$ cat config.mk
export PLATFORM = sky130hd
export DESIGN_NAME = opf_ctrl
export DESIGN_NICKNAME = d
export VERILOG_FILES = /design/src/rtl/opf_pkg.sv /design/src/rtl/opf_sync_if.sv /design/src/rtl/opf_ctrl.sv /design/src/rtl/opf_sync2.sv /design/src/rtl/opf_sync_eng.sv
export SDC_FILE = /design/constraint.sdc
export NUM_CORES = 1
export LEC_CHECK = 0
export BUFFER_PORTS_ARGS = -buffer_cell sky130_fd_sc_hd__buf_2
export CELL_PAD_IN_SITES_DETAIL_PLACEMENT = 0
export CELL_PAD_IN_SITES_GLOBAL_PLACEMENT = 1
export CORE_MARGIN = 2
export CORE_UTILIZATION = 34
export CTS_BUF_LIST = sky130_fd_sc_hd__clkbuf_16
export CTS_CLUSTER_DIAMETER = 40
export DETAILED_ROUTE_END_ITERATION = 8
export PLACE_DENSITY_LB_ADDON = 0.1
export SLEW_MARGIN = 20
export SYNTH_ARGS = -nofsm -noshare
export SYNTH_HDL_FRONTEND = slang
export SYNTH_SLANG_ARGS = --single-unit
$ cat constraint.sdc
create_clock -name clk_sys_i -period 3.65 [get_ports clk_sys_i]
set_input_delay 0.365 -clock clk_sys_i [delete_from_list [all_inputs] [get_ports clk_sys_i]]
set_output_delay 0.365 -clock clk_sys_i [all_outputs]
set_load 0.01 [all_outputs]
$ cat src/rtl/opf_pkg.sv
// shared constants and types of the option pin and supply-loss controller
package opf_pkg;
   localparam int ADDR_W = 5;
   localparam int DATA_W = 32;
   // register byte offsets
   localparam logic [ADDR_W-1:0] OFF_CTRL = 5'h00;
   localparam logic [ADDR_W-1:0] OFF_STATUS = 5'h04;
   localparam logic [ADDR_W-1:0] OFF_IRQ_STAT = 5'h08;
   localparam logic [ADDR_W-1:0] OFF_IRQ_MASK = 5'h0c;
   localparam logic [ADDR_W-1:0] OFF_SYNC_WIDTH = 5'h10;
   localparam logic [ADDR_W-1:0] OFF_SYNC_PERIOD = 5'h14;
   localparam logic [ADDR_W-1:0] OFF_SYNC_MIN = 5'h18;
   localparam logic [ADDR_W-1:0] OFF_TEST = 5'h1c;
   // control register fields
   localparam int CTRL_W = 8;
   localparam int CTRL_START = 0;
   localparam int CTRL_ACTIVE = 1;
   localparam int CTRL_FAULT = 2;
   localparam int CTRL_SYNC_TX = 3;
   localparam int CTRL_USER_DIR = 4;
   localparam int CTRL_USER_ON = 6;
   localparam logic [CTRL_W-1:0] CTRL_RST = 8'h00;
   // test-mode drive register fields
   localparam int TEST_W = 5;
   localparam int TEST_ACT = 0;
   localparam int TEST_FAULT = 1;
   localparam int TEST_SYNC = 2;
   localparam int TEST_USER = 3;
   localparam logic [TEST_W-1:0] TEST_RST = 5'h00;
   // status register fields
   localparam int ST_READY = 0;
   localparam int ST_AUTO = 1;
   localparam int ST_WBLK = 2;
   localparam int ST_STANDBY = 3;
   localparam int ST_TEST = 4;
   localparam int ST_USER = 5;
   localparam int ST_SYNC = 7;
   // interrupt status bits
   localparam int IRQ_N = 6;
   localparam int IRQ_PF_ASSERT = 0;
   localparam int IRQ_PF_RELEASE = 1;
   localparam int IRQ_SYNC_RX = 2;
   localparam int IRQ_WR_REFUSED = 3;
   localparam int IRQ_CMD_REJECTED = 4;
   localparam int IRQ_TEST_CHANGE = 5;
   localparam logic [IRQ_N-1:0] IRQ_RST = 6'h00;
   // synchronised pin vector layout
   localparam int IN_N = 7;
   localparam int IN_TEST = 0;
   localparam int IN_AUTO = 1;
   localparam int IN_WBLK = 2;
   localparam int IN_PFAIL = 3;
   localparam int IN_SYNC = 4;
   localparam int IN_USER = 5;
   // timing
   localparam int CLK_PERIOD_PS = 4000;
   localparam int SYNC_WIDTH_NS = 1000;
   localparam int SYNC_PERIOD_NS = 1000000;
   localparam int SYNC_MIN_NS = 500;
   localparam int SYNC_WIDTH_CYC = SYNC_WIDTH_NS * 1000 / CLK_PERIOD_PS;
   localparam int SYNC_PERIOD_CYC = SYNC_PERIOD_NS / CLK_PERIOD_PS * 1000;
   localparam int SYNC_MIN_CYC =
      (SYNC_MIN_NS * 1000 + CLK_PERIOD_PS - 1) / CLK_PERIOD_PS;
   // edges from reset release until the strap synchronisers are filled
   localparam logic [2:0] CAP_DLY = 3'h3;
   typedef enum logic [1:0]
   {
      RDY_CAPTURE = 2'h0,
      RDY_IDLE = 2'h1,
      RDY_READY = 2'h3
   } opf_rdy_e;
endpackage

$ cat src/rtl/opf_sync_if.sv
// link between controller and sync pulse engine
`timescale 1ns/1ps
`default_nettype none
interface opf_sync_if #(parameter int CW = 24);
   logic [CW-1:0] width;
   logic [CW-1:0] period;
   logic [CW-1:0] min_width;
   logic tx_en;
   logic force_low;
   logic pin_lvl;
   logic drive;
   logic rx_pulse;
   modport ctrl (output width, period, min_width, tx_en, force_low, pin_lvl,
      input drive, rx_pulse);
   modport eng (input width, period, min_width, tx_en, force_low, pin_lvl,
      output drive, rx_pulse);
endinterface
`default_nettype wire

$ cat src/rtl/opf_ctrl.sv
// option pin and supply-loss controller with Avalon-MM register slave
// Functional notes
// - all option pins are active low, inputs and outputs alike
// - test input lets software redefine pins; release restores normal use
// - captured auto-ready makes the device ready without a command
// - auto-ready level captured at power-on and every reset
// - sync pin both sends and receives low pulses
// - media writes refused while write blocking is captured
// - write-block input captured only at power-on and reset
// - activity output low while the device is active
// - fault output low while a fault exists
// - each user pin is an input or a low-active indicator
// - under warning: standby, new management commands rejected
// - warning released after assertion triggers an internal reset
`timescale 1ns/1ps
`default_nettype none
module opf_ctrl
   import opf_pkg::*;
#(
   parameter int SYNC_CW = 24,
   parameter int SYNC_WIDTH_DEF = SYNC_WIDTH_CYC,
   parameter int SYNC_PERIOD_DEF = SYNC_PERIOD_CYC,
   parameter int SYNC_MIN_DEF = SYNC_MIN_CYC
)
(
   input wire logic clk_sys_i,
   input wire logic rst_n_i,
   input wire logic [ADDR_W-1:0] avs_address_i,
   input wire logic avs_read_i,
   input wire logic avs_write_i,
   input wire logic [DATA_W-1:0] avs_writedata_i,
   input wire logic [3:0] avs_byteenable_i,
   output logic [DATA_W-1:0] avs_readdata_o,
   output logic avs_waitrequest_o,
   output logic irq_o,
   input wire logic test_n_i,
   input wire logic auto_ready_n_i,
   input wire logic write_block_n_i,
   input wire logic supply_loss_n_i,
   input wire logic sync_i,
   output logic sync_o,
   output logic sync_oe_o,
   input wire logic [1:0] user_i,
   output logic [1:0] user_o,
   output logic [1:0] user_oe_o,
   output logic activity_n_o,
   output logic fault_n_o,
   input wire logic dev_active_i,
   input wire logic dev_fault_i,
   input wire logic media_wr_req_i,
   output logic media_wr_grant_o,
   output logic media_wr_refuse_o,
   input wire logic management_command_valid_i,
   output logic management_command_accept_o,
   output logic management_command_reject_o,
   output logic media_ready_o,
   output logic standby_o,
   output logic int_reset_o
);
   localparam logic [SYNC_CW-1:0] SW_RST = SYNC_CW'(SYNC_WIDTH_DEF);
   localparam logic [SYNC_CW-1:0] SP_RST = SYNC_CW'(SYNC_PERIOD_DEF);
   localparam logic [SYNC_CW-1:0] SM_RST = SYNC_CW'(SYNC_MIN_DEF);

   typedef struct packed {
      logic wreq;
      logic [DATA_W-1:0] rdata;
      logic [CTRL_W-1:0] ctrl;
      logic [TEST_W-1:0] test;
      logic [IRQ_N-1:0] stat;
      logic [IRQ_N-1:0] mask;
      logic [SYNC_CW-1:0] swidth;
      logic [SYNC_CW-1:0] speriod;
      logic [SYNC_CW-1:0] smin;
      logic [2:0] cap_cnt;
      opf_rdy_e rdy;
      logic auto_cap;
      logic wblk_cap;
      logic pf_seen;
      logic test_prev;
      logic irq;
      logic act_n;
      logic fault_n;
      logic sync_oe;
      logic [1:0] user_oe;
      logic grant;
      logic refuse;
      logic accept;
      logic reject;
      logic int_rst;
      logic standby;
   } opf_ct_s;
   opf_ct_s s;
   opf_ct_s next_s;

   localparam opf_ct_s ST_RST = '{
      wreq: 1'b1, rdata: '0, ctrl: CTRL_RST, test: TEST_RST,
      stat: IRQ_RST, mask: IRQ_RST, swidth: SW_RST, speriod: SP_RST,
      smin: SM_RST, cap_cnt: CAP_DLY, rdy: RDY_CAPTURE, auto_cap: 1'b0,
      wblk_cap: 1'b0, pf_seen: 1'b0, test_prev: 1'b0, irq: 1'b0,
      act_n: 1'b1, fault_n: 1'b1, sync_oe: 1'b0, user_oe: 2'h0,
      grant: 1'b0, refuse: 1'b0, accept: 1'b0, reject: 1'b0,
      int_rst: 1'b0, standby: 1'b0};

   logic [IN_N-1:0] pins_raw;
   logic [IN_N-1:0] pins;
   logic [DATA_W-1:0] rd_mux;
   logic test_on;
   logic pf_on;
   logic acc;
   logic wr_acc;

   opf_sync_if #(.CW(SYNC_CW)) sy ();

   assign pins_raw = {user_i, sync_i, supply_loss_n_i, write_block_n_i,
      auto_ready_n_i, test_n_i};

   opf_sync2 #(.W(IN_N), .RST_VAL({IN_N{1'b1}})) u_sync2
   (
      .clk_sys_i(clk_sys_i),
      .rst_n_i(rst_n_i),
      .d_i(pins_raw),
      .q_o(pins)
   );

   opf_sync_eng #(.CW(SYNC_CW)) u_eng
   (
      .clk_sys_i(clk_sys_i),
      .rst_n_i(rst_n_i),
      .sy(sy.eng)
   );

   // pins are low-active: a low level means asserted
   assign test_on = !pins[IN_TEST];
   assign pf_on = !pins[IN_PFAIL];
   assign acc = (avs_read_i || avs_write_i) && !s.wreq;
   assign wr_acc = avs_write_i && !s.wreq;

   assign sy.width = s.swidth;
   assign sy.period = s.speriod;
   assign sy.min_width = s.smin;
   // normal sync pulses are suspended while the tester owns the pins
   assign sy.tx_en = s.ctrl[CTRL_SYNC_TX] && !test_on;
   assign sy.force_low = test_on && s.test[TEST_SYNC];
   assign sy.pin_lvl = pins[IN_SYNC];

   function automatic logic [DATA_W-1:0] be_merge(
      input logic [DATA_W-1:0] old_v,
      input logic [DATA_W-1:0] new_v,
      input logic [3:0] be);
      logic [DATA_W-1:0] r;
      r = old_v;
      for (int i = 0; i < 4; i++)
      begin
         if (be[i])
         begin
            r[i*8 +: 8] = new_v[i*8 +: 8];
         end
      end
      return r;
   endfunction

   always_comb
   begin
      rd_mux = '0;
      unique case (avs_address_i)
         OFF_CTRL: rd_mux = DATA_W'(s.ctrl);
         OFF_STATUS:
         begin
            rd_mux[ST_READY] = (s.rdy == RDY_READY);
            rd_mux[ST_AUTO] = s.auto_cap;
            rd_mux[ST_WBLK] = s.wblk_cap;
            rd_mux[ST_STANDBY] = s.standby;
            rd_mux[ST_TEST] = test_on;
            rd_mux[ST_USER +: 2] = ~pins[IN_USER +: 2];
            rd_mux[ST_SYNC] = !pins[IN_SYNC];
         end
         OFF_IRQ_STAT: rd_mux = DATA_W'(s.stat);
         OFF_IRQ_MASK: rd_mux = DATA_W'(s.mask);
         OFF_SYNC_WIDTH: rd_mux = DATA_W'(s.swidth);
         OFF_SYNC_PERIOD: rd_mux = DATA_W'(s.speriod);
         OFF_SYNC_MIN: rd_mux = DATA_W'(s.smin);
         OFF_TEST: rd_mux = DATA_W'(s.test);
         default: rd_mux = '0;
      endcase
   end

   always_comb
   begin
      logic [IRQ_N-1:0] ev;
      logic [IRQ_N-1:0] w1c;
      logic sw_start;
      logic soft_rst;
      ev = '0;
      w1c = '0;
      sw_start = 1'b0;
      soft_rst = 1'b0;
      next_s = s;

      // one wait state, answer on the second cycle of a request
      next_s.wreq = !((avs_read_i || avs_write_i) && s.wreq);
      if (avs_read_i && s.wreq)
      begin
         next_s.rdata = rd_mux;
      end
      if (wr_acc)
      begin
         unique case (avs_address_i)
            OFF_CTRL:
            begin
               next_s.ctrl = CTRL_W'(be_merge(DATA_W'(s.ctrl),
                  avs_writedata_i, avs_byteenable_i));
               sw_start = avs_byteenable_i[0] &&
                  avs_writedata_i[CTRL_START];
            end
            OFF_IRQ_STAT:
            begin
               w1c = IRQ_N'(be_merge('0, avs_writedata_i,
                  avs_byteenable_i));
            end
            OFF_IRQ_MASK:
            begin
               next_s.mask = IRQ_N'(be_merge(DATA_W'(s.mask),
                  avs_writedata_i, avs_byteenable_i));
            end
            OFF_SYNC_WIDTH:
            begin
               next_s.swidth = SYNC_CW'(be_merge(DATA_W'(s.swidth),
                  avs_writedata_i, avs_byteenable_i));
            end
            OFF_SYNC_PERIOD:
            begin
               next_s.speriod = SYNC_CW'(be_merge(DATA_W'(s.speriod),
                  avs_writedata_i, avs_byteenable_i));
            end
            OFF_SYNC_MIN:
            begin
               next_s.smin = SYNC_CW'(be_merge(DATA_W'(s.smin),
                  avs_writedata_i, avs_byteenable_i));
            end
            OFF_TEST:
            begin
               next_s.test = TEST_W'(be_merge(DATA_W'(s.test),
                  avs_writedata_i, avs_byteenable_i));
            end
            default:
            begin
            end
         endcase
      end
      // start is a command, not a state bit
      next_s.ctrl[CTRL_START] = 1'b0;

      // supply-loss warning and recovery
      next_s.standby = pf_on;
      next_s.int_rst = 1'b0;
      if (pf_on)
      begin
         next_s.pf_seen = 1'b1;
         ev[IRQ_PF_ASSERT] = !s.pf_seen;
      end
      else if (s.pf_seen)
      begin
         next_s.pf_seen = 1'b0;
         next_s.int_rst = 1'b1;
         soft_rst = 1'b1;
         ev[IRQ_PF_RELEASE] = 1'b1;
      end

      // strap capture after hard or internal reset
      unique case (s.rdy)
         RDY_CAPTURE:
         begin
            if (s.cap_cnt != '0)
            begin
               next_s.cap_cnt = s.cap_cnt - 3'h1;
            end
            else
            begin
               next_s.auto_cap = !pins[IN_AUTO];
               next_s.wblk_cap = !pins[IN_WBLK];
               next_s.rdy = pins[IN_AUTO] ? RDY_IDLE : RDY_READY;
            end
         end
         RDY_IDLE:
         begin
            if (sw_start)
            begin
               next_s.rdy = RDY_READY;
            end
         end
         RDY_READY:
         begin
         end
         default: next_s.rdy = RDY_CAPTURE;
      endcase
      if (soft_rst)
      begin
         next_s.rdy = RDY_CAPTURE;
         next_s.cap_cnt = CAP_DLY;
      end

      // media write gate uses the captured strap only
      next_s.grant = media_wr_req_i && !s.wblk_cap;
      next_s.refuse = media_wr_req_i && s.wblk_cap;
      ev[IRQ_WR_REFUSED] = next_s.refuse;

      // management commands arriving under warning are refused
      next_s.accept = management_command_valid_i && !pf_on;
      next_s.reject = management_command_valid_i && pf_on;
      ev[IRQ_CMD_REJECTED] = next_s.reject;

      ev[IRQ_SYNC_RX] = sy.rx_pulse;
      next_s.test_prev = test_on;
      ev[IRQ_TEST_CHANGE] = test_on != s.test_prev;

      // a new event wins over a clear in the same cycle
      next_s.stat = (s.stat & ~w1c) | ev;
      next_s.irq = |(next_s.stat & next_s.mask);

      // indicator outputs, redefined while the tester owns the pins
      if (test_on)
      begin
         next_s.act_n = !s.test[TEST_ACT];
         next_s.fault_n = !s.test[TEST_FAULT];
         next_s.user_oe = s.test[TEST_USER +: 2];
      end
      else
      begin
         next_s.act_n = !(dev_active_i || s.ctrl[CTRL_ACTIVE]);
         next_s.fault_n = !(dev_fault_i || s.ctrl[CTRL_FAULT]);
         // output only when set as indicator and switched on
         next_s.user_oe = s.ctrl[CTRL_USER_DIR +: 2] &
            s.ctrl[CTRL_USER_ON +: 2];
      end
      next_s.sync_oe = sy.drive;
   end

   always_ff @(posedge clk_sys_i or negedge rst_n_i)
   begin
      if (!rst_n_i)
      begin
         s <= ST_RST;
      end
      else
      begin
         s <= next_s;
      end
   end

   assign avs_readdata_o = s.rdata;
   assign avs_waitrequest_o = s.wreq;
   assign irq_o = s.irq;
   // open-drain pins only ever pull low
   assign sync_o = 1'b0;
   assign sync_oe_o = s.sync_oe;
   assign user_o = 2'h0;
   assign user_oe_o = s.user_oe;
   assign activity_n_o = s.act_n;
   assign fault_n_o = s.fault_n;
   assign media_wr_grant_o = s.grant;
   assign media_wr_refuse_o = s.refuse;
   assign management_command_accept_o = s.accept;
   assign management_command_reject_o = s.reject;
   assign media_ready_o = s.rdy[1]; // only ready has bit 1
   assign standby_o = s.standby;
   assign int_reset_o = s.int_rst;
endmodule
`default_nettype wire

$ cat src/rtl/opf_sync2.sv
// two-stage synchroniser for asynchronous pin inputs
`timescale 1ns/1ps
`default_nettype none
module opf_sync2
#(
   parameter int W = 1,
   parameter logic [W-1:0] RST_VAL = '1
)
(
   input wire logic clk_sys_i,
   input wire logic rst_n_i,
   input wire logic [W-1:0] d_i,
   output logic [W-1:0] q_o
);
   typedef struct packed {
      logic [W-1:0] s1;
      logic [W-1:0] s2;
   } opf_sy_s;
   opf_sy_s s;
   opf_sy_s next_s;

   always_comb
   begin
      next_s.s1 = d_i;
      next_s.s2 = s.s1;
   end

   // reset to the idle level so straps do not read asserted at release
   always_ff @(posedge clk_sys_i or negedge rst_n_i)
   begin
      if (!rst_n_i)
      begin
         s <= {RST_VAL, RST_VAL};
      end
      else
      begin
         s <= next_s;
      end
   end

   assign q_o = s.s2;
endmodule
`default_nettype wire

$ cat src/rtl/opf_sync_eng.sv
// sync pulse engine: periodic low pulse out, filtered pulse detect in
`timescale 1ns/1ps
`default_nettype none
module opf_sync_eng
#(
   parameter int CW = 24
)
(
   input wire logic clk_sys_i,
   input wire logic rst_n_i,
   opf_sync_if.eng sy
);
   typedef struct packed {
      logic [CW-1:0] per_cnt;
      logic [CW-1:0] wid_cnt;
      logic [CW-1:0] low_cnt;
      logic driving;
      logic rx_pulse;
   } opf_se_s;
   opf_se_s s;
   opf_se_s next_s;

   always_comb
   begin
      next_s = s;
      next_s.rx_pulse = 1'b0;
      if (!sy.tx_en)
      begin
         next_s.per_cnt = '0;
         next_s.wid_cnt = '0;
      end
      else if (s.per_cnt == '0)
      begin
         next_s.per_cnt = sy.period;
         next_s.wid_cnt = sy.width;
      end
      else
      begin
         next_s.per_cnt = s.per_cnt - 1'b1;
         if (s.wid_cnt != '0)
         begin
            next_s.wid_cnt = s.wid_cnt - 1'b1;
         end
      end
      next_s.driving = (next_s.wid_cnt != '0) || sy.force_low;
      // own pulse is masked while driving, but its 3-cycle low tail on the pin counts once min_width is 3 or less
      if (s.driving)
      begin
         next_s.low_cnt = '0;
      end
      else if (!sy.pin_lvl)
      begin
         if (s.low_cnt != '1)
         begin
            next_s.low_cnt = s.low_cnt + 1'b1;
         end
      end
      else
      begin
         next_s.low_cnt = '0;
         // short glitches are dropped
         if (s.low_cnt != '0 && s.low_cnt >= sy.min_width)
         begin
            next_s.rx_pulse = 1'b1;
         end
      end
   end

   always_ff @(posedge clk_sys_i or negedge rst_n_i)
   begin
      if (!rst_n_i)
      begin
         s <= '0;
      end
      else
      begin
         s <= next_s;
      end
   end

   assign sy.drive = s.driving;
   assign sy.rx_pulse = s.rx_pulse;
endmodule
`default_nettype wire

# Word level (Yosys, flattened, before mapping)
# Cells that the tools add are included.
[op_classes]
n_lt_le_gt_ge = 1
eq_ne = 14
bitwise_logic = 7
reduce_logical = 53
mux = 44
n_addsub = 4
[op_table]
columns = ["operator", "n"]
rows = [
  ["24-bit two-way mux", 7],
  ["48-bit two-way mux", 2],
  ["78-bit two-way mux", 1],
  ["8-bit two-way mux", 9],
  ["24-bit nonzero test", 3],
  ["8-bit case mux with 8 select lines", 1],
  ["16-bit case mux with 3 select lines", 1],
  ["24-bit by 1-bit subtractor with 24-bit output (second input constant)", 2],
  ["3-bit AND reduction", 12],
  ["6-bit two-way mux", 5],
  ["24-bit by 1-bit adder with 24-bit output (second input constant)", 1],
  ["24-bit greater-or-equal comparator", 1],
  ["24-bit zero test", 1],
  ["24-bit inequality test (second input constant)", 1],
  ["5-bit equality test (second input constant)", 4],
  ["1-bit zero test", 13],
  ["6-bit bitwise AND", 2],
  ["1-bit logical AND", 11],
  ["5-bit by 4-bit equality test with 1-bit output (second input constant)", 2],
  ["1-bit two-way mux", 9],
  ["2-bit two-way mux", 4],
  ["3-bit two-way mux", 2],
  ["3-bit inequality test (second input constant)", 2],
  ["6-bit inverter", 1],
  ["other kinds (20)", 26],
]
[word_totals]
ff_bits = 238
input_bits = 56
out_inout_bits = 49
elab_cells = 162

# Longest topological paths before layout
[depth]
ltp_word = 8
depth_mapped = 11
depth_no_buf = 10

# Cells and area by module
# A second synthesis with hierarchy kept.
[unflattened]
hier_cells = 1052
hier_area_um2 = 11444.7
[modules_own_cells]
columns = ["module", "cells_per_inst", "seq_area_each_um2", "n_inst", "area_per_inst_um2"]
rows = [
  ["opf_ctrl", 492, 3558.4, 1, 6247.2],
  ["opf_sync_eng", 546, 1851.8, 1, 4829.6],
  ["opf_sync2", 14, 367.9, 1, 367.9],
]

# Worst setup path after synthesis
# Ideal clock, no wire load.
[synth_timing]
path_kind = "reg-to-reg"
from = "reg u_eng.s[66] in the netlist's numbering"
to = "reg u_eng.s (netlist bit u_eng.sy.drive)"
setup_time_ps = 138
path_stages_with_launch = 10
synth_period_minus_slack_ps = 3047
arrival_time_ps = 2909
required_time_ps = 3512
path_buffers = 1
path_slack_ps = 603
cell_sequence = "dfrtp_1 -> or4_4 -> or3_4 -> or4_4 -> buf_6 -> o21ai_2 -> a21oi_1 -> or4_4 -> nor4b_2 -> nand4_1"
[synth_lines]
columns = ["element", "line", "rtl"]
rows = [
  ["start: declaration", "opf_sync_eng.sv:20", "opf_se_s s;"],
  ["start signal: assignment", "opf_sync_eng.sv:77", "s <= next_s;"],
]

==> results.yml <==
timing:
  worst_pin_slew_ps: 846
  hold-worst-slack_ps: 49.3
  max_freq_ghz: 0.309
  finalHoldViolations: 0
  slew_violations: 0
  finalClockSkew_ps: 22.5
  finalCritPeriodShare_pct: 88.6
  setup_tns_ps: 0
  fin_crit_ps: 3230
  rsz0062_at_grt: "no"
  slew_headroom_pct: 43.6
  setup_viol: 0
floorplanning:
  die_h_um: 188
  dieWidth_um: 188
  ios: 105
  rows: 67
  start_util_pct: 34.4
  coreArea_um2: 33400
  die_area_um2: 35300
logic_synthesis:
  netlist_area_um2: 11500
  synth_enable_flop_cells: 0
  synth_seq_cells: 229
  yosys_warnings: 0
  syn_area_per_cell_um2: 10.4
  synthFlopType: "dfrtp_1"
  yosys.area.top_type_share_pct: 41.6
  syn_inst: 1106
  synth_cell_type_count: 61
  synth_area_leaders: "dfrtp_1 42%, mux2_2 8.7%, dfstp_2 8.7%"
  async_reset_ff_share_pct: 100
  seq_area_frac_synth_pct: 50.3
  yosysTopAreaCell: "dfrtp_1"
setup_path:
  r2r_start: "u_eng.s[66]"
  crit_required_ps: 4050
  start_kind: "flop"
  critPathMaxFanout: 8
  ff2ff_path_depth: 8
  ff2ff_setup_slack_ps: 420
  r2r-end: "u_eng.sy.drive"
  endpoint_kind: "flop"
  cp-endpoint: "u_eng.sy.drive"
  crit_arrival_ps: 3630
  crit_start: "u_eng.s[66]"
  critPathKind: "flop to flop"
global_route:
  grt_usage_pct: 19.1
  grt_pass1_wl_um: 52300
  antenna_found_initial: 0
  grt_max_degree: 90
  overflow: 0
  grt_pass1_vias: 8838
clocking:
  clk_latency_ps: 540
  cts_sinks: 229
  cts_made_buffers: 42
  clkSlewWorstSetupHoldPaths_ps: 50
  cts_root_buf: "clkbuf_16"
  ctsResizeCount: 0
  clock_path_buffers: 3
  htreeDepth: 2
  cts_tree: "done"
layout:
  syn_to_final_growth_pct: 19.7
  fill_cells: 3391
  drive_gt1_share_pct: 25.5
  nNetsFinal: 1286
  finalNonFillerCells: 1682
outcome:
  status: "completed"
detailed_routing:
  drtAntennaViolNets: 0
  drt_first_pass_iters: 5
  wl_per_cell_um: 19.4
  avgViaCountPerCell: 5.07
  drc_errors: 0
  first_iter_violations: 375
  num_vias: 8529
  wirelength_um: 32600
pwr:
  p_total_mw: 8.43
  worst_ir_drop_vdd_v: 0.000292
  pwr_density_cell_nw_per_um2: 613
  p_leak_nw: 6.37
placed_design:
  dp_hpwl_um: 23600
  place_congestion: 0.794
  io_buffers: 84
  dp_cells: 1593
hold_path:
  hold_start: "management_command_valid_i"
  min_path_type: "input pin to flop"
job:
  maxCapViolations: 0
[synth_stat cells (all sizes together) (2+ instances only)]
master  number
nand2       77
or3         14
a22oi        5
o22ai        5
a211oi      21
a221oi       6
dfstp       38
nor3b        3
and3         8
or4          8
and2         6
nor3        29
clkbuf      35
ha          31
buf         43
or2          6
mux2i       29
nand2b       4
o31ai        5
inv         39
xnor2       28
and4         2
nor4        24
mux2        89
dfrtp      191
o211ai       3
a31oi        4
nor2       103
nor4b        6
o21ai       76
nor2b        8
nand4       24
a21o        12
xor2        25
a21oi       62
nand3       22
[registers in the layout, summed over array words and instances, names as in the netlist, 2 cells and up]
signal          flops
sy.min_width       24
u_sync2.next_s      7
s                  32
sy.width           24
sy.period          24
u_sync2.q_o         7
user_oe_o           2
avs_readdata_o     24
u_eng.s            72
[per-layer routing]
metal / track usage [%] / share of wire, %
met1: 26.9 / 48
met2: 30.2 / 46
met3: 3.61 / 4.0
met4: 5.15 / 1.8
met5: 0 / 0
[final cells by class]
cell class | instances | area (um^2) | area share, %
sequential | 229 | 5780 | 42.0
multi-input combinational | 770 | 5160 | 37.6
clock buffer | 42 | 1050 | 7.64
timing repair buffer | 117 | 716 | 5.20
tap | 448 | 561 | 4.08
clock inverter | 36 | 332 | 2.41
inverter | 39 | 146 | 1.06
antenna | 1 | 2.50 | 0.0182
[report_power, final]
group / internal (mW) / switching [mW] / leakage, nW
clock network: 2.46 / 1.37 / 0.698
logic: 0.639 / 1.03 / 2.69
registers: 2.77 / 0.176 / 2.98
total: 5.86 / 2.57 / 6.37
[cell families after synthesis]
kind of cell	share of synthesized area [%]
buf+inv	5.11
fa+ha+maj	3.38
compound gates	10.8
other cells	0.0326
simple gates	15.1
mux	11.3
flops	50.3
xor+xnor	4.04
[timing repair]
action | in CTS | in global routing
buffers inserted | 0 | 0
endpoints found under the hold margin | 65 | 0
hold buffers | 10 | 0
[metrics by stage]
step	setup slack [ps]	area, um^2	util, %
2_1_floorplan	603	11500	-
3_3_place_gp	409	12300	36.8
3_5_place_dp	380	12300	36.8
4_1_cts	392	13700	41.2
5_1_grt	286	13700	41.2
6_report	418	13800	41.2
[worst max-delay path, cell delays in order (launching register included)]
cell and delay, ps:
dfrtp_1 410, or4_4 550, or3_4 400, or4_4 590, nor2_2 100, a211oi_1 60
or4_4 580, nor4b_2 290, nand4_1 130
[layout by cell type, fill, tap and decap left out, types with 10 or more instances in the layout]
cell type,n
mux2_2,89
a211oi_1,21
dfrtp_1,191
nand4_1,24
buf_2,83
clkbuf_16,42
nor4_1,24
a21o_1,12
nand3_1,22
buf_4,22
dfstp_2,38
clkinv_2,11
dlygate4sd3_1,10
mux2i_1,29
xor2_1,25
o21ai_0,71
xnor2_1,28
ha_1,31
inv_1,44
nor2_1,102
conb_1,11
a21oi_1,62
nand2_1,77
or3_1,13
nor3_1,29
[worst min-delay path by stage]
stage,end,slack (ps),cells after the start
finish,management_command_accept_o,50,2
global route,management_command_accept_o,70,2
CTS,management_command_accept_o,20,2
detailed placement,u_sync2.q_o[0],350,0
global placement,u_sync2.q_o[4],350,0
floorplan,avs_readdata_o[0],70,0
No activity file was read; power rests on OpenSTA's default activity.
